--- src/ufb_pkg.sv ---
/*
  ufb_pkg: shared constants for the serial port flag, bit-rate, data window,
  dma trigger and transmit peek register block.
  assumes: a 32-bit avalon-mm slave with byte addresses inside a 64-byte
  window; one peripheral clock; fifo depth of 32 bytes each way.
*/
package ufb_pkg;

  // fifo geometry
  localparam int unsigned DATA_W     = 8;
  localparam int unsigned FIFO_DEPTH = 32;
  localparam int unsigned PTR_W      = 5;
  localparam int unsigned CNT_W      = 6;
  localparam logic [CNT_W-1:0] FIFO_FULL_CNT = 6'h20;
  localparam logic [CNT_W-1:0] CNT_ZERO      = 6'h00;
  localparam logic [CNT_W-1:0] CNT_ONE       = 6'h01;

  // bus geometry
  localparam int unsigned ADDR_W = 6;
  localparam int unsigned WORD_W = 32;
  localparam logic [WORD_W-1:0] WORD_ZERO = 32'h0000_0000;

  // register byte offsets
  localparam logic [ADDR_W-1:0] OFF_THRESH    = 6'h04;
  localparam logic [ADDR_W-1:0] OFF_STATUS    = 6'h08;
  localparam logic [ADDR_W-1:0] OFF_INT_EN    = 6'h0C;
  localparam logic [ADDR_W-1:0] OFF_INT_FL    = 6'h10;
  localparam logic [ADDR_W-1:0] OFF_BAUD_INT  = 6'h14;
  localparam logic [ADDR_W-1:0] OFF_BAUD_FRAC = 6'h18;
  localparam logic [ADDR_W-1:0] OFF_DATA      = 6'h1C;
  localparam logic [ADDR_W-1:0] OFF_DMA       = 6'h20;
  localparam logic [ADDR_W-1:0] OFF_PEEK      = 6'h24;

  // interrupt flag bit positions
  localparam int unsigned FL_W          = 10;
  localparam int unsigned FL_FRAME      = 0;
  localparam int unsigned FL_PARITY     = 1;
  localparam int unsigned FL_CTS        = 2;
  localparam int unsigned FL_RX_OVR     = 3;
  localparam int unsigned FL_RX_LVL     = 4;
  localparam int unsigned FL_TX_AE      = 5;
  localparam int unsigned FL_TX_LVL     = 6;
  localparam int unsigned FL_BREAK      = 7;
  localparam int unsigned FL_RECEIVE_TIMEOUT_FLAG      = 8;
  localparam int unsigned FL_LAST_BREAK = 9;
  localparam logic [FL_W-1:0] FL_RESET  = 10'h000;

  // bit-rate fields
  localparam int unsigned BAUD_W      = 12;
  localparam int unsigned BAUD_LSB    = 0;
  localparam int unsigned CLKDIV_W    = 3;
  localparam int unsigned CLKDIV_LSB  = 16;
  localparam logic [BAUD_W-1:0]   BAUD_RESET   = 12'h000;
  localparam logic [CLKDIV_W-1:0] CLKDIV_RESET = 3'h0;

  // prescaler codes and their reload values (divide minus one)
  localparam int unsigned PRE_W = 7;
  localparam logic [CLKDIV_W-1:0] CLKDIV_128 = 3'h0;
  localparam logic [CLKDIV_W-1:0] CLKDIV_64  = 3'h1;
  localparam logic [CLKDIV_W-1:0] CLKDIV_32  = 3'h2;
  localparam logic [CLKDIV_W-1:0] CLKDIV_16  = 3'h3;
  localparam logic [CLKDIV_W-1:0] CLKDIV_8   = 3'h4;
  localparam logic [PRE_W-1:0] PRE_128_M1 = 7'h7F;
  localparam logic [PRE_W-1:0] PRE_64_M1  = 7'h3F;
  localparam logic [PRE_W-1:0] PRE_32_M1  = 7'h1F;
  localparam logic [PRE_W-1:0] PRE_16_M1  = 7'h0F;
  localparam logic [PRE_W-1:0] PRE_8_M1   = 7'h07;
  localparam logic [PRE_W-1:0] PRE_ZERO   = 7'h00;

  // dma and threshold field positions
  localparam int unsigned LVL_W          = 6;
  localparam int unsigned DMA_TX_EN_BIT  = 0;
  localparam int unsigned DMA_RX_EN_BIT  = 1;
  localparam int unsigned DMA_TX_LVL_LSB = 8;
  localparam int unsigned DMA_RX_LVL_LSB = 16;
  localparam int unsigned THR_RX_LSB     = 0;
  localparam int unsigned THR_TX_LSB     = 8;
  localparam logic [LVL_W-1:0] LVL_RESET = 6'h00;

  // status field positions
  localparam int unsigned ST_RX_EMPTY   = 4;
  localparam int unsigned ST_RX_FULL    = 5;
  localparam int unsigned ST_TX_EMPTY   = 6;
  localparam int unsigned ST_TX_FULL    = 7;
  localparam int unsigned ST_RX_NUM_LSB = 8;
  localparam int unsigned ST_TX_NUM_LSB = 16;

  // peek answer when nothing waits to go out
  localparam logic [DATA_W-1:0] PEEK_EMPTY = 8'h00;

  // bus answer sequencer
  typedef enum logic [1:0] {
    BUS_IDLE = 2'b01,
    BUS_ACK  = 2'b10
  } ufb_bus_e;

endpackage

--- src/ufb_top.sv ---
/*
  ufb_top: interrupt flags, bit-rate divisor, data window with 32-byte
  receive and transmit fifos, level-triggered dma requests and a transmit
  peek register, behind an avalon-mm slave with waitrequest.
  assumes: the serial receiver and transmitter run on clk and talk through
  the strobe ports below; cts arrives from a pin; master follows avalon.
*/
// Added by the designer: the Avalon-MM slave port.
// Behaviour
// - flag the last break frame of a run
// - flag the first break frame of a run
// - flag a receive frame timeout
// - flag transmit count at or above threshold
// - flag exactly one byte left to send
// - flag receive count at or above threshold
// - receive threshold flag re-sets while level holds
// - flag overrun when byte meets full fifo
// - parity flag from received data only
// - flags clear on write one, reset zero
// - three-bit code divides by 128 down to 8
// - twelve-bit integer divisor, read/write, reset zero
// - twelve-bit fraction divisor, read/write, reset zero
// - data window read pops, write pushes
// - rx dma requests above level until empty
// - tx dma requests below level until full
// - dma enables at bits one and zero
// - peek shows next byte, zero when empty
// - flag any change of cts level once the synchroniser is primed
`timescale 1ns/100ps
module ufb_top
  import ufb_pkg::*;
(
  // clock and reset
  input  wire logic                clk,
  input  wire logic                arst_n,
  // avalon-mm slave
  input  wire logic [ADDR_W-1:0]   address,
  input  wire logic                read,
  input  wire logic                write,
  input  wire logic [WORD_W-1:0]   writedata,
  input  wire logic [3:0]          byteenable,
  output logic      [WORD_W-1:0]   readdata,
  output logic                     waitrequest,
  // receiver strobes
  input  wire logic                rx_valid,
  input  wire logic [DATA_W-1:0]   rx_data,
  input  wire logic                rx_parity_err,
  input  wire logic                rx_frame_err,
  input  wire logic                rx_break,
  input  wire logic                rx_timeout,
  // transmitter handshake
  output logic                     tx_valid,
  output logic      [DATA_W-1:0]   tx_data,
  input  wire logic                tx_ready,
  // modem pin
  input  wire logic                cts_pin,
  // bit-rate outputs
  output logic                     bit_rate_tick,
  output logic      [BAUD_W-1:0]   baud_integer,
  output logic      [BAUD_W-1:0]   baud_fraction,
  // dma and interrupt
  output logic                     rx_dma_req,
  output logic                     tx_dma_req,
  output logic                     irq
);

  // bus sequencer and captured read
  ufb_bus_e               bus_r;
  logic [WORD_W-1:0]      readdata_r;
  logic                   pop_ok_r;      // head was valid at capture
  logic [WORD_W-1:0]      rd_mux;
  logic [WORD_W-1:0]      wmask;
  logic [ADDR_W-1:0]      waddr;         // word-aligned address
  logic                   req;
  logic                   done;          // edge at which access completes
  logic                   wr_done;

  // software registers
  logic [FL_W-1:0]        flags_r;
  logic [FL_W-1:0]        int_en_r;
  logic [FL_W-1:0]        fl_set;
  logic [FL_W-1:0]        fl_clr;
  logic [BAUD_W-1:0]      baud_int_r;
  logic [BAUD_W-1:0]      baud_frac_r;
  logic [CLKDIV_W-1:0]    clkdiv_r;
  logic [LVL_W-1:0]       rx_thr_r;
  logic [LVL_W-1:0]       tx_thr_r;
  logic [LVL_W-1:0]       rxdma_lvl_r;
  logic [LVL_W-1:0]       txdma_lvl_r;
  logic                   rxdma_en_r;
  logic                   txdma_en_r;

  // fifo storage and pointers
  logic [DATA_W-1:0]      rx_mem [FIFO_DEPTH];
  logic [DATA_W-1:0]      tx_mem [FIFO_DEPTH];
  logic [PTR_W:0]         rx_wp_r;
  logic [PTR_W:0]         rx_rp_r;
  logic [PTR_W:0]         tx_wp_r;
  logic [PTR_W:0]         tx_rp_r;
  logic [CNT_W-1:0]       rx_cnt;
  logic [CNT_W-1:0]       tx_cnt;
  logic                   rx_full;
  logic                   rx_empty;
  logic                   tx_full;
  logic                   tx_empty;
  logic                   rx_push;
  logic                   rx_pop;
  logic                   tx_push;
  logic                   tx_pop;
  logic [DATA_W-1:0]      tx_head;

  // line events
  logic                   in_break_r;    // inside a run of break frames
  logic                   cts_meta_r;
  logic                   cts_sync_r;
  logic                   cts_prev_r;
  logic [2:0]             cts_warm_r;    // ignore change until primed
  logic [PRE_W-1:0]       pre_cnt_r;
  logic [PRE_W-1:0]       pre_reload;
  logic                   bit_tick_r;
  logic                   rx_dma_r;
  logic                   tx_dma_r;

  // decode helpers
  assign req     = read | write;
  assign done    = (bus_r == BUS_ACK) & req;
  assign wr_done = done & write;
  assign waddr   = {address[ADDR_W-1:2], 2'b00};
  assign wmask   = {{8{byteenable[3]}}, {8{byteenable[2]}},
                    {8{byteenable[1]}}, {8{byteenable[0]}}};

  // one wait cycle per access: request, then answer
  always_ff @(posedge clk or negedge arst_n) begin
    if (!arst_n) begin
      bus_r <= BUS_IDLE;
    end else begin
      case (bus_r)
        BUS_IDLE: if (req) bus_r <= BUS_ACK;
        BUS_ACK:  bus_r <= BUS_IDLE;
        default:  bus_r <= BUS_IDLE;
      endcase
    end
  end

  assign waitrequest = (bus_r != BUS_ACK);
  assign readdata    = readdata_r;

  // read multiplexer; reserved bits and unmapped words read zero
  always_comb begin
    rd_mux = WORD_ZERO;
    if (waddr == OFF_THRESH) begin
      rd_mux[THR_RX_LSB +: LVL_W] = rx_thr_r;
      rd_mux[THR_TX_LSB +: LVL_W] = tx_thr_r;
    end else if (waddr == OFF_STATUS) begin
      rd_mux[ST_RX_EMPTY]              = rx_empty;
      rd_mux[ST_RX_FULL]               = rx_full;
      rd_mux[ST_TX_EMPTY]              = tx_empty;
      rd_mux[ST_TX_FULL]               = tx_full;
      rd_mux[ST_RX_NUM_LSB +: CNT_W]   = rx_cnt;
      rd_mux[ST_TX_NUM_LSB +: CNT_W]   = tx_cnt;
    end else if (waddr == OFF_INT_EN) begin
      rd_mux[FL_W-1:0] = int_en_r;
    end else if (waddr == OFF_INT_FL) begin
      rd_mux[FL_W-1:0] = flags_r;
    end else if (waddr == OFF_BAUD_INT) begin
      rd_mux[BAUD_LSB +: BAUD_W]     = baud_int_r;
      rd_mux[CLKDIV_LSB +: CLKDIV_W] = clkdiv_r;
    end else if (waddr == OFF_BAUD_FRAC) begin
      rd_mux[BAUD_LSB +: BAUD_W] = baud_frac_r;
    end else if (waddr == OFF_DATA) begin
      // empty fifo reads zero and pops nothing
      if (!rx_empty) rd_mux[DATA_W-1:0] = rx_mem[rx_rp_r[PTR_W-1:0]];
    end else if (waddr == OFF_DMA) begin
      rd_mux[DMA_TX_EN_BIT]            = txdma_en_r;
      rd_mux[DMA_RX_EN_BIT]            = rxdma_en_r;
      rd_mux[DMA_TX_LVL_LSB +: LVL_W]  = txdma_lvl_r;
      rd_mux[DMA_RX_LVL_LSB +: LVL_W]  = rxdma_lvl_r;
    end else if (waddr == OFF_PEEK) begin
      rd_mux[DATA_W-1:0] = tx_head;
    end else begin
      rd_mux = WORD_ZERO;
    end
  end

  // capture read data at the request edge so it stands in the answer cycle
  always_ff @(posedge clk or negedge arst_n) begin
    if (!arst_n) begin
      readdata_r <= WORD_ZERO;
      pop_ok_r   <= 1'b0;
    end else if ((bus_r == BUS_IDLE) && read) begin
      readdata_r <= rd_mux;
      pop_ok_r   <= (waddr == OFF_DATA) & ~rx_empty;
    end
  end

  // configuration writes, byte lanes honoured
  always_ff @(posedge clk or negedge arst_n) begin
    if (!arst_n) begin
      rx_thr_r    <= LVL_RESET;
      tx_thr_r    <= LVL_RESET;
      int_en_r    <= FL_RESET;
      baud_int_r  <= BAUD_RESET;
      clkdiv_r    <= CLKDIV_RESET;
      baud_frac_r <= BAUD_RESET;
      rxdma_lvl_r <= LVL_RESET;
      txdma_lvl_r <= LVL_RESET;
      rxdma_en_r  <= 1'b0;
      txdma_en_r  <= 1'b0;
    end else if (wr_done) begin
      if (waddr == OFF_THRESH) begin
        rx_thr_r <= (writedata[THR_RX_LSB +: LVL_W] & wmask[THR_RX_LSB +: LVL_W])
                  | (rx_thr_r & ~wmask[THR_RX_LSB +: LVL_W]);
        tx_thr_r <= (writedata[THR_TX_LSB +: LVL_W] & wmask[THR_TX_LSB +: LVL_W])
                  | (tx_thr_r & ~wmask[THR_TX_LSB +: LVL_W]);
      end else if (waddr == OFF_INT_EN) begin
        int_en_r <= (writedata[FL_W-1:0] & wmask[FL_W-1:0])
                  | (int_en_r & ~wmask[FL_W-1:0]);
      end else if (waddr == OFF_BAUD_INT) begin
        baud_int_r <= (writedata[BAUD_LSB +: BAUD_W] & wmask[BAUD_LSB +: BAUD_W])
                    | (baud_int_r & ~wmask[BAUD_LSB +: BAUD_W]);
        if (byteenable[2]) clkdiv_r <= writedata[CLKDIV_LSB +: CLKDIV_W];
      end else if (waddr == OFF_BAUD_FRAC) begin
        baud_frac_r <= (writedata[BAUD_LSB +: BAUD_W] & wmask[BAUD_LSB +: BAUD_W])
                     | (baud_frac_r & ~wmask[BAUD_LSB +: BAUD_W]);
      end else if (waddr == OFF_DMA) begin
        if (byteenable[0]) begin
          txdma_en_r <= writedata[DMA_TX_EN_BIT];
          rxdma_en_r <= writedata[DMA_RX_EN_BIT];
        end
        if (byteenable[1]) txdma_lvl_r <= writedata[DMA_TX_LVL_LSB +: LVL_W];
        if (byteenable[2]) rxdma_lvl_r <= writedata[DMA_RX_LVL_LSB +: LVL_W];
      end
    end
  end

  // fifo occupancy; extra pointer bit tells full from empty
  assign rx_cnt   = CNT_W'(rx_wp_r - rx_rp_r);
  assign tx_cnt   = CNT_W'(tx_wp_r - tx_rp_r);
  assign rx_full  = (rx_cnt == FIFO_FULL_CNT);
  assign tx_full  = (tx_cnt == FIFO_FULL_CNT);
  assign rx_empty = (rx_cnt == CNT_ZERO);
  assign tx_empty = (tx_cnt == CNT_ZERO);

  // push and pop strobes
  assign rx_push = rx_valid & ~rx_full;       // byte on a full fifo is lost
  assign rx_pop  = done & read & pop_ok_r;
  assign tx_push = wr_done & (waddr == OFF_DATA) & byteenable[0]
                 & ~tx_full;
  assign tx_pop  = tx_ready & ~tx_empty;

  // peek never moves a pointer
  assign tx_head  = tx_empty ? PEEK_EMPTY : tx_mem[tx_rp_r[PTR_W-1:0]];
  assign tx_valid = ~tx_empty;
  assign tx_data  = tx_mem[tx_rp_r[PTR_W-1:0]];

  // storage has no reset; pointers define what is valid
  always_ff @(posedge clk) begin
    if (rx_push) rx_mem[rx_wp_r[PTR_W-1:0]] <= rx_data;
    if (tx_push) tx_mem[tx_wp_r[PTR_W-1:0]] <= writedata[DATA_W-1:0];
  end

  // receive pointers
  always_ff @(posedge clk or negedge arst_n) begin
    if (!arst_n) begin
      rx_wp_r <= '0;
      rx_rp_r <= '0;
    end else begin
      if (rx_push) rx_wp_r <= rx_wp_r + 1'b1;
      if (rx_pop)  rx_rp_r <= rx_rp_r + 1'b1;
    end
  end

  // transmit pointers
  always_ff @(posedge clk or negedge arst_n) begin
    if (!arst_n) begin
      tx_wp_r <= '0;
      tx_rp_r <= '0;
    end else begin
      if (tx_push) tx_wp_r <= tx_wp_r + 1'b1;
      if (tx_pop)  tx_rp_r <= tx_rp_r + 1'b1;
    end
  end

  // break run tracking: a break frame starts or continues the run, a data byte ends it
  always_ff @(posedge clk or negedge arst_n) begin
    if (!arst_n) begin
      in_break_r <= 1'b0;
    end else if (rx_valid | rx_break) begin
      in_break_r <= rx_break;
    end
  end

  // cts synchroniser; first stage feeds only the second
  always_ff @(posedge clk or negedge arst_n) begin
    if (!arst_n) begin
      cts_meta_r <= 1'b0;
      cts_sync_r <= 1'b0;
      cts_prev_r <= 1'b0;
      cts_warm_r <= 3'h0;
    end else begin
      cts_meta_r <= cts_pin;
      cts_sync_r <= cts_meta_r;
      cts_prev_r <= cts_sync_r;
      cts_warm_r <= {cts_warm_r[1:0], 1'b1};
    end
  end

  // event sources for the sticky flags
  always_comb begin
    fl_set                = FL_RESET;
    fl_set[FL_LAST_BREAK] = in_break_r & rx_valid & ~rx_break;
    fl_set[FL_BREAK]      = rx_break & ~in_break_r;
    fl_set[FL_RECEIVE_TIMEOUT_FLAG]      = rx_timeout;
    fl_set[FL_TX_LVL]     = (tx_cnt >= tx_thr_r);
    fl_set[FL_TX_AE]      = (tx_cnt == CNT_ONE);
    // level based: clearing while still above threshold re-sets it
    fl_set[FL_RX_LVL]     = (rx_cnt >= rx_thr_r);
    fl_set[FL_RX_OVR]     = rx_valid & rx_full;
    fl_set[FL_PARITY]     = rx_valid & rx_parity_err;
    fl_set[FL_FRAME]      = rx_frame_err;
    fl_set[FL_CTS]        = cts_warm_r[2] & (cts_sync_r ^ cts_prev_r);
  end

  // write-one-to-clear mask from the flag register access
  assign fl_clr = (wr_done && (waddr == OFF_INT_FL))
                ? (writedata[FL_W-1:0] & wmask[FL_W-1:0]) : FL_RESET;

  // sticky flags; a set in the clearing cycle wins over the clear
  always_ff @(posedge clk or negedge arst_n) begin
    if (!arst_n) begin
      flags_r <= FL_RESET;
    end else begin
      flags_r <= (flags_r & ~fl_clr) | fl_set;
    end
  end

  // interrupt request from enabled flags
  assign irq = |(flags_r & int_en_r);

  // prescaler reload per divisor code; reserved codes fall back to 128
  always_comb begin
    case (clkdiv_r)
      CLKDIV_128: pre_reload = PRE_128_M1;
      CLKDIV_64:  pre_reload = PRE_64_M1;
      CLKDIV_32:  pre_reload = PRE_32_M1;
      CLKDIV_16:  pre_reload = PRE_16_M1;
      CLKDIV_8:   pre_reload = PRE_8_M1;
      default:    pre_reload = PRE_128_M1;
    endcase
  end

  // bit-rate prescaler: one-cycle tick per divided period
  always_ff @(posedge clk or negedge arst_n) begin
    if (!arst_n) begin
      pre_cnt_r  <= PRE_ZERO;
      bit_tick_r <= 1'b0;
    end else if (pre_cnt_r >= pre_reload) begin
      // a code change that leaves the count at or past the new reload restarts at once
      pre_cnt_r  <= PRE_ZERO;
      bit_tick_r <= 1'b1;
    end else begin
      pre_cnt_r  <= pre_cnt_r + 1'b1;
      bit_tick_r <= 1'b0;
    end
  end

  assign bit_rate_tick = bit_tick_r;
  assign baud_integer  = baud_int_r;
  assign baud_fraction = baud_frac_r;

  // receive dma: starts above level, holds until fifo drained
  always_ff @(posedge clk or negedge arst_n) begin
    if (!arst_n) begin
      rx_dma_r <= 1'b0;
    end else if (!rxdma_en_r) begin
      rx_dma_r <= 1'b0;
    end else if (rx_dma_r) begin
      rx_dma_r <= ~rx_empty;
    end else begin
      rx_dma_r <= (rx_cnt > rxdma_lvl_r);
    end
  end

  // transmit dma: starts below level, holds until fifo full
  always_ff @(posedge clk or negedge arst_n) begin
    if (!arst_n) begin
      tx_dma_r <= 1'b0;
    end else if (!txdma_en_r) begin
      tx_dma_r <= 1'b0;
    end else if (tx_dma_r) begin
      tx_dma_r <= ~tx_full;
    end else begin
      tx_dma_r <= (tx_cnt < txdma_lvl_r);
    end
  end

  assign rx_dma_req = rx_dma_r;
  assign tx_dma_req = tx_dma_r;

endmodule // ufb_top

--- config.mk ---
export PLATFORM = sky130hd
export DESIGN_NAME = ufb_top
export DESIGN_NICKNAME = d
export VERILOG_FILES = /design/src/ufb_pkg.sv /design/src/ufb_top.sv
export SDC_FILE = /design/constraint.sdc
export NUM_CORES = 1
export LEC_CHECK = 0
export BUFFER_PORTS_ARGS = -buffer_cell sky130_fd_sc_hd__buf_2
export CAP_MARGIN = 20
export CORE_MARGIN = 2
export CORE_UTILIZATION = 45
export DETAILED_ROUTE_END_ITERATION = 8
export GPL_ROUTABILITY_DRIVEN = 0
export REMOVE_ABC_BUFFERS = 1
export SLEW_MARGIN = 20
export SYNTH_ARGS = -nofsm -noshare
export SYNTH_HDL_FRONTEND = slang
export SYNTH_SLANG_ARGS = --single-unit
export TNS_END_PERCENT = 1
--- constraint.sdc ---
create_clock -name clk -period 3.9 [get_ports clk]
set_clock_uncertainty 0.1 [all_clocks]
set_input_delay 0.975 -clock clk [delete_from_list [all_inputs] [get_ports clk]]
set_output_delay 0.975 -clock clk [all_outputs]
set_load 0.05 [all_outputs]
==> flow_results.org <==
** Worst setup path
- The worst setup path is captured at a primary output.
- CP required :: 2.82 ns
- The worst setup path is of the flip-flop to primary output kind.
- The worst register-to-register path begins at tx_rp_r[3]$_DFFE_PN0P_.
- The number of cells on the worst reg-to-reg path is 11.
- Together, buffers and inverters on the worst path number 3.
- Slowest-stage cell, CP :: sky130_fd_sc_hd__mux4_2
- Arrival time reported for the critical path endpoint :: 2.85 ns
- For flop-to-flop paths, the worst setup slack is 0.21 ns.
- The cell family contributing the most delay on the critical path is multiplexers.
- Worst Setup Start Kind :: flip-flop
- Delay contributed by the slowest stage of the critical path :: 0.51 ns
- FF-to-FF End :: tx_mem[1][3]$_DFFE_PP_
- In this run the worst path has a maximum fanout of 6.
- Crit-path cells :: buf_8 -> buf_16 -> mux4_2 -> mux4_2 -> nand2_2 -> o2111ai_4 -> buf_6
- By instance count, the cell type seen most on the critical path is sky130_fd_sc_hd__mux4_2.

** STA
- For this run, the top clock speed supported by timing is 0.255 GHz.
- At the pin with the least slew margin, the transition time is 0.839 ns.
- In the finished design, the share of the clock period the worst path needs comes to 101%.
- Setup violations remaining at the end of the flow were counted as 4.
- Setup repair after global routing missed its margin :: true
- The number of max-slew violations in the final report came to 0.
- Slew HR :: 44.1%
- The routed design could run at a clock period as short as 3.92 ns.
- Final critical-path setup slack :: -0.0229 ns
- The count of endpoints failing hold in the final timing report is 0.

** Finish
- Post-route standard cell area excluding fillers :: 32300 µm²
- Synth-to-layout area growth :: 18.3%
- Cells fill 53.7% of the core in the end.
- Commonest non-fill, non-tap cell in the layout :: sky130_fd_sc_hd__edfxtp_1
- After the flow finishes, the layout carries non-filler instances totaling 2754.
- Ratio of cells with drive above 1 in the final layout :: 29.5%
- Number of nets in the finished design :: 2025
- Most frequent cells in the layout :: 512 x sky130_fd_sc_hd__edfxtp_1, 137 x sky130_fd_sc_hd__mux4_2, 136 x sky130_fd_sc_hd__buf_4
- The number of antenna diodes in the final layout is 0.

** CTS
- Number of H-tree branching levels :: 3
- In this run, CTS created clock tree buffers numbering 71.
- CTS tree :: yes
- In this run the clock root is driven by a sky130_fd_sc_hd__clkbuf_16.
- TritonCTS sink count :: 649
- Number of hold-repair buffers added at the cts stage :: 0
- Clock latency on the worst-skew pair :: 0.60 ns
- No sink is reached through more buffers than the 3 on the longest clock path.
- CTS clock-pin slew for the worst setup and hold paths :: 0.05 ns

** Floorplanning
- Once the floorplan was initialized, standard cells occupied 45.4% of the core.
- The die covers 62600 µm².
- Measured along the y axis, the die boundary spans 250 µm.
- I/O Pins :: 131
- Floorplan Core Area :: 60100 µm²
- Die Wd :: 250 µm
- Row generation in the floorplan step produced 90 rows.

** Routing
- Drt wl/cell :: 24.2 µm
- For this run, design rule violations remaining after detail routing come to 0.
- Overall via count from detail_route :: 15600
- Routed Antenna Nets :: 0
- The first TritonRoute pass finished after 5 iterations.
- Total routed wirelength :: 66800 µm
- Drt via density :: 5.67
- After the first detailed-routing iteration, the DRC count stood at 1140.

** Worst hold path
- The worst hold path terminates at cts_warm_r[2]$_DFF_PN0_.
- Instance count along the most critical hold path :: 0
- In this run the most critical hold path is launched from cts_warm_r[1]$_DFF_PN0_.
- Worst hold path type :: flip-flop to flip-flop

** Power
- Leakage :: 11.9 nW
- Total power for the finished layout comes to 22.9 mW.
- Across the VDD grid, the largest voltage drop is 0.376 mV.
- Pwr per Cell Area :: 708 nW/µm²

** Yosys
- Average cell area after synthesis :: 16.5 µm²
- Of all flip-flops after synthesis, the portion carrying an async set or reset was 21.1%.
- Most used flip-flop cell after synthesis :: sky130_fd_sc_hd__edfxtp_1
- Proportion of synthesized chip area in sequential cells :: 68.9%
- The cell area that synthesis handed to floorplanning was 27300 µm².
- For this run, the number of Yosys warnings is 0.
- Counting every instance in the synthesized netlist gives 1655.
- Yosys reg bits :: 649
- The synthesized netlist contains 69 unique library cells.
- Number of enable flip-flop cells after synthesis :: 512

** Global route
- Global routing used 21.5% of the available tracks across all layers.
- Total grt overflow :: 0
- The via count of the first global-routing pass was 16200.
- Entering global routing, the biggest net connects 71 pins.
- Global-route wire length before repair :: 101000 µm
- Antenna violations before repair :: 0

** Job
- Max-cap violations in this run came to 0.

** Placement
- Detailed placement ended at an HPWL of 42800 µm.
- Input and output buffers added on the ports amount to 103.
- Once placement completed, the tool counted placed cells totaling 2600.
- Post-detailed-placement cell area :: 29500 µm²

** Status
- Violated checks :: negative setup slack
- The run finished, with violations left.
-- routing by layer --
| metal | wire length [µm] | vias up | global-route usage [%] |
|---|---|---|---|
| met4 | 2290 | 0 | 8.30 |
| met1 | 28100 | 8047 | 29.1 |
| met5 | 0 | - | 0 |
| met3 | 4170 | 134 | 4.40 |
| li1 | - | 6945 | - |
| met2 | 32200 | 497 | 34.6 |
-- worst reg2reg max path, stage by stage (launching register included) --
cell and delay [ns]:
sky130_fd_sc_hd__dfrtp_1 0.55, sky130_fd_sc_hd__inv_1 0.12, sky130_fd_sc_hd__ha_1 0.36, sky130_fd_sc_hd__a21boi_0 0.29
sky130_fd_sc_hd__mux2i_1 0.20, sky130_fd_sc_hd__and2_1 0.29, sky130_fd_sc_hd__inv_1 0.23, sky130_fd_sc_hd__a211oi_2 0.24
sky130_fd_sc_hd__buf_4 0.20, sky130_fd_sc_hd__nand2_1 0.31, sky130_fd_sc_hd__nor2_1 0.31, sky130_fd_sc_hd__buf_4 0.21
-- worst max path at each step --
stage	to	depth (start not counted)	startpoint
2_1_floorplan	tx_valid	8	tx_rp_r[0]$_DFFE_PN0P_
5_1_grt	tx_data[6]	7	tx_rp_r[0]$_DFFE_PN0P_
4_1_cts	tx_data[0]	7	tx_rp_r[0]$_DFFE_PN0P_
3_3_place_gp	tx_mem[1][3]$_DFFE_PP_	14	tx_wp_r[0]$_DFFE_PN0P_
6_report	tx_data[6]	7	tx_rp_r[0]$_DFFE_PN0P_
3_5_place_dp	tx_mem[22][1]$_DFFE_PP_	14	tx_wp_r[0]$_DFFE_PN0P_
-- Yosys cell counts (7+ instances only) --
cell type,n,share of area [%]
sky130_fd_sc_hd__a21o_1,8,0.22
sky130_fd_sc_hd__a21oi_1,31,0.57
sky130_fd_sc_hd__a221oi_1,13,0.42
sky130_fd_sc_hd__a22oi_1,7,0.19
sky130_fd_sc_hd__a31oi_1,8,0.18
sky130_fd_sc_hd__buf_1,7,0.096
sky130_fd_sc_hd__buf_2,13,0.24
sky130_fd_sc_hd__buf_4,20,0.55
sky130_fd_sc_hd__clkbuf_1,39,0.54
sky130_fd_sc_hd__dfrtp_1,136,12
sky130_fd_sc_hd__edfxtp_1,512,56
sky130_fd_sc_hd__ha_1,48,2.2
sky130_fd_sc_hd__inv_1,45,0.62
sky130_fd_sc_hd__mux2_2,42,1.7
sky130_fd_sc_hd__mux2i_1,33,1.2
sky130_fd_sc_hd__mux4_2,137,11
sky130_fd_sc_hd__nand2_1,130,1.8
sky130_fd_sc_hd__nand2b_1,11,0.25
sky130_fd_sc_hd__nand3_1,19,0.35
sky130_fd_sc_hd__nand3b_1,8,0.22
sky130_fd_sc_hd__nand4_1,10,0.23
sky130_fd_sc_hd__nor2_1,133,1.8
sky130_fd_sc_hd__nor2b_1,9,0.21
sky130_fd_sc_hd__nor3_1,12,0.22
sky130_fd_sc_hd__o211ai_1,8,0.22
sky130_fd_sc_hd__o21a_1,12,0.33
sky130_fd_sc_hd__o21ai_0,56,1.0
sky130_fd_sc_hd__o22ai_1,20,0.46
sky130_fd_sc_hd__or3_1,7,0.16
sky130_fd_sc_hd__xnor2_1,23,0.74
sky130_fd_sc_hd__xor2_1,11,0.35
-- layout make-up --
| class | count | area (µm²) |
|---|---|---|
| flip-flops and latches | 649 | 18800 |
| multi-input cells | 887 | 8090 |
| fillers | 4894 | 27800 |
| clock buffers | 96 | 1970 |
| inverters | 48 | 180 |
| well taps | 782 | 978 |
| clock inverters | 35 | 284 |
| repair buffers | 257 | 1980 |
-- cells by family after synthesis --
group	share of synthesized area, %
DFF	68.9
and+or+nand+nor	6.03
muxes	14.2
AOI/OAI and AO/OA	5.17
buffers and inverters	2.20
adders and majority gates	2.35
xor gates and xnor gates	1.09
other	0.0275
-- power by group --
group | switching (mW) | total, mW | leakage (nW) | internal (mW)
registers | 0.362 | 8.36 | 6.27 | 8.00
logic | 4.64 | 8.05 | 4.49 | 3.41
clock network | 2.73 | 6.45 | 1.09 | 3.72
-- repair_timing --
| action | 4_1_cts | 5_1_grt |
|---|---|---|
| setup buffers | 11 | 8 |
| hold endpoints to repair | 0 | 0 |
| gates resized for setup | 56 | 11 |
| endpoints found under the setup margin | 9 | 8 |
| cloned | 3 | 2 |
| pin swaps | 5 | 4 |
-- registers in the layout (all words and copies together) (netlist names), 6 cells and up, named ones only --
name,cells
rx_mem,256
tx_mem,256
readdata,20
flags_r,10
pre_cnt_r,7
rx_rp_r,6
rx_wp_r,6
rxdma_lvl_r,6
tx_rp_r,6
tx_wp_r,6
txdma_lvl_r,6
-- metrics by stage --
stage | hold slack (ns) | worst slack, ns | setup TNS, ns
detailed placement | 0.236 | 0.271 | 0
global placement | 0.239 | 0.271 | 0
floorplan | 0.231 | -1.74 | -916.69
CTS | 0.249 | -0.0620 | -0.264
finish | 0.248 | -0.0229 | -0.0589
global route | 0.261 | -0.0917 | -0.390
(Power assumes the default switching activity.)
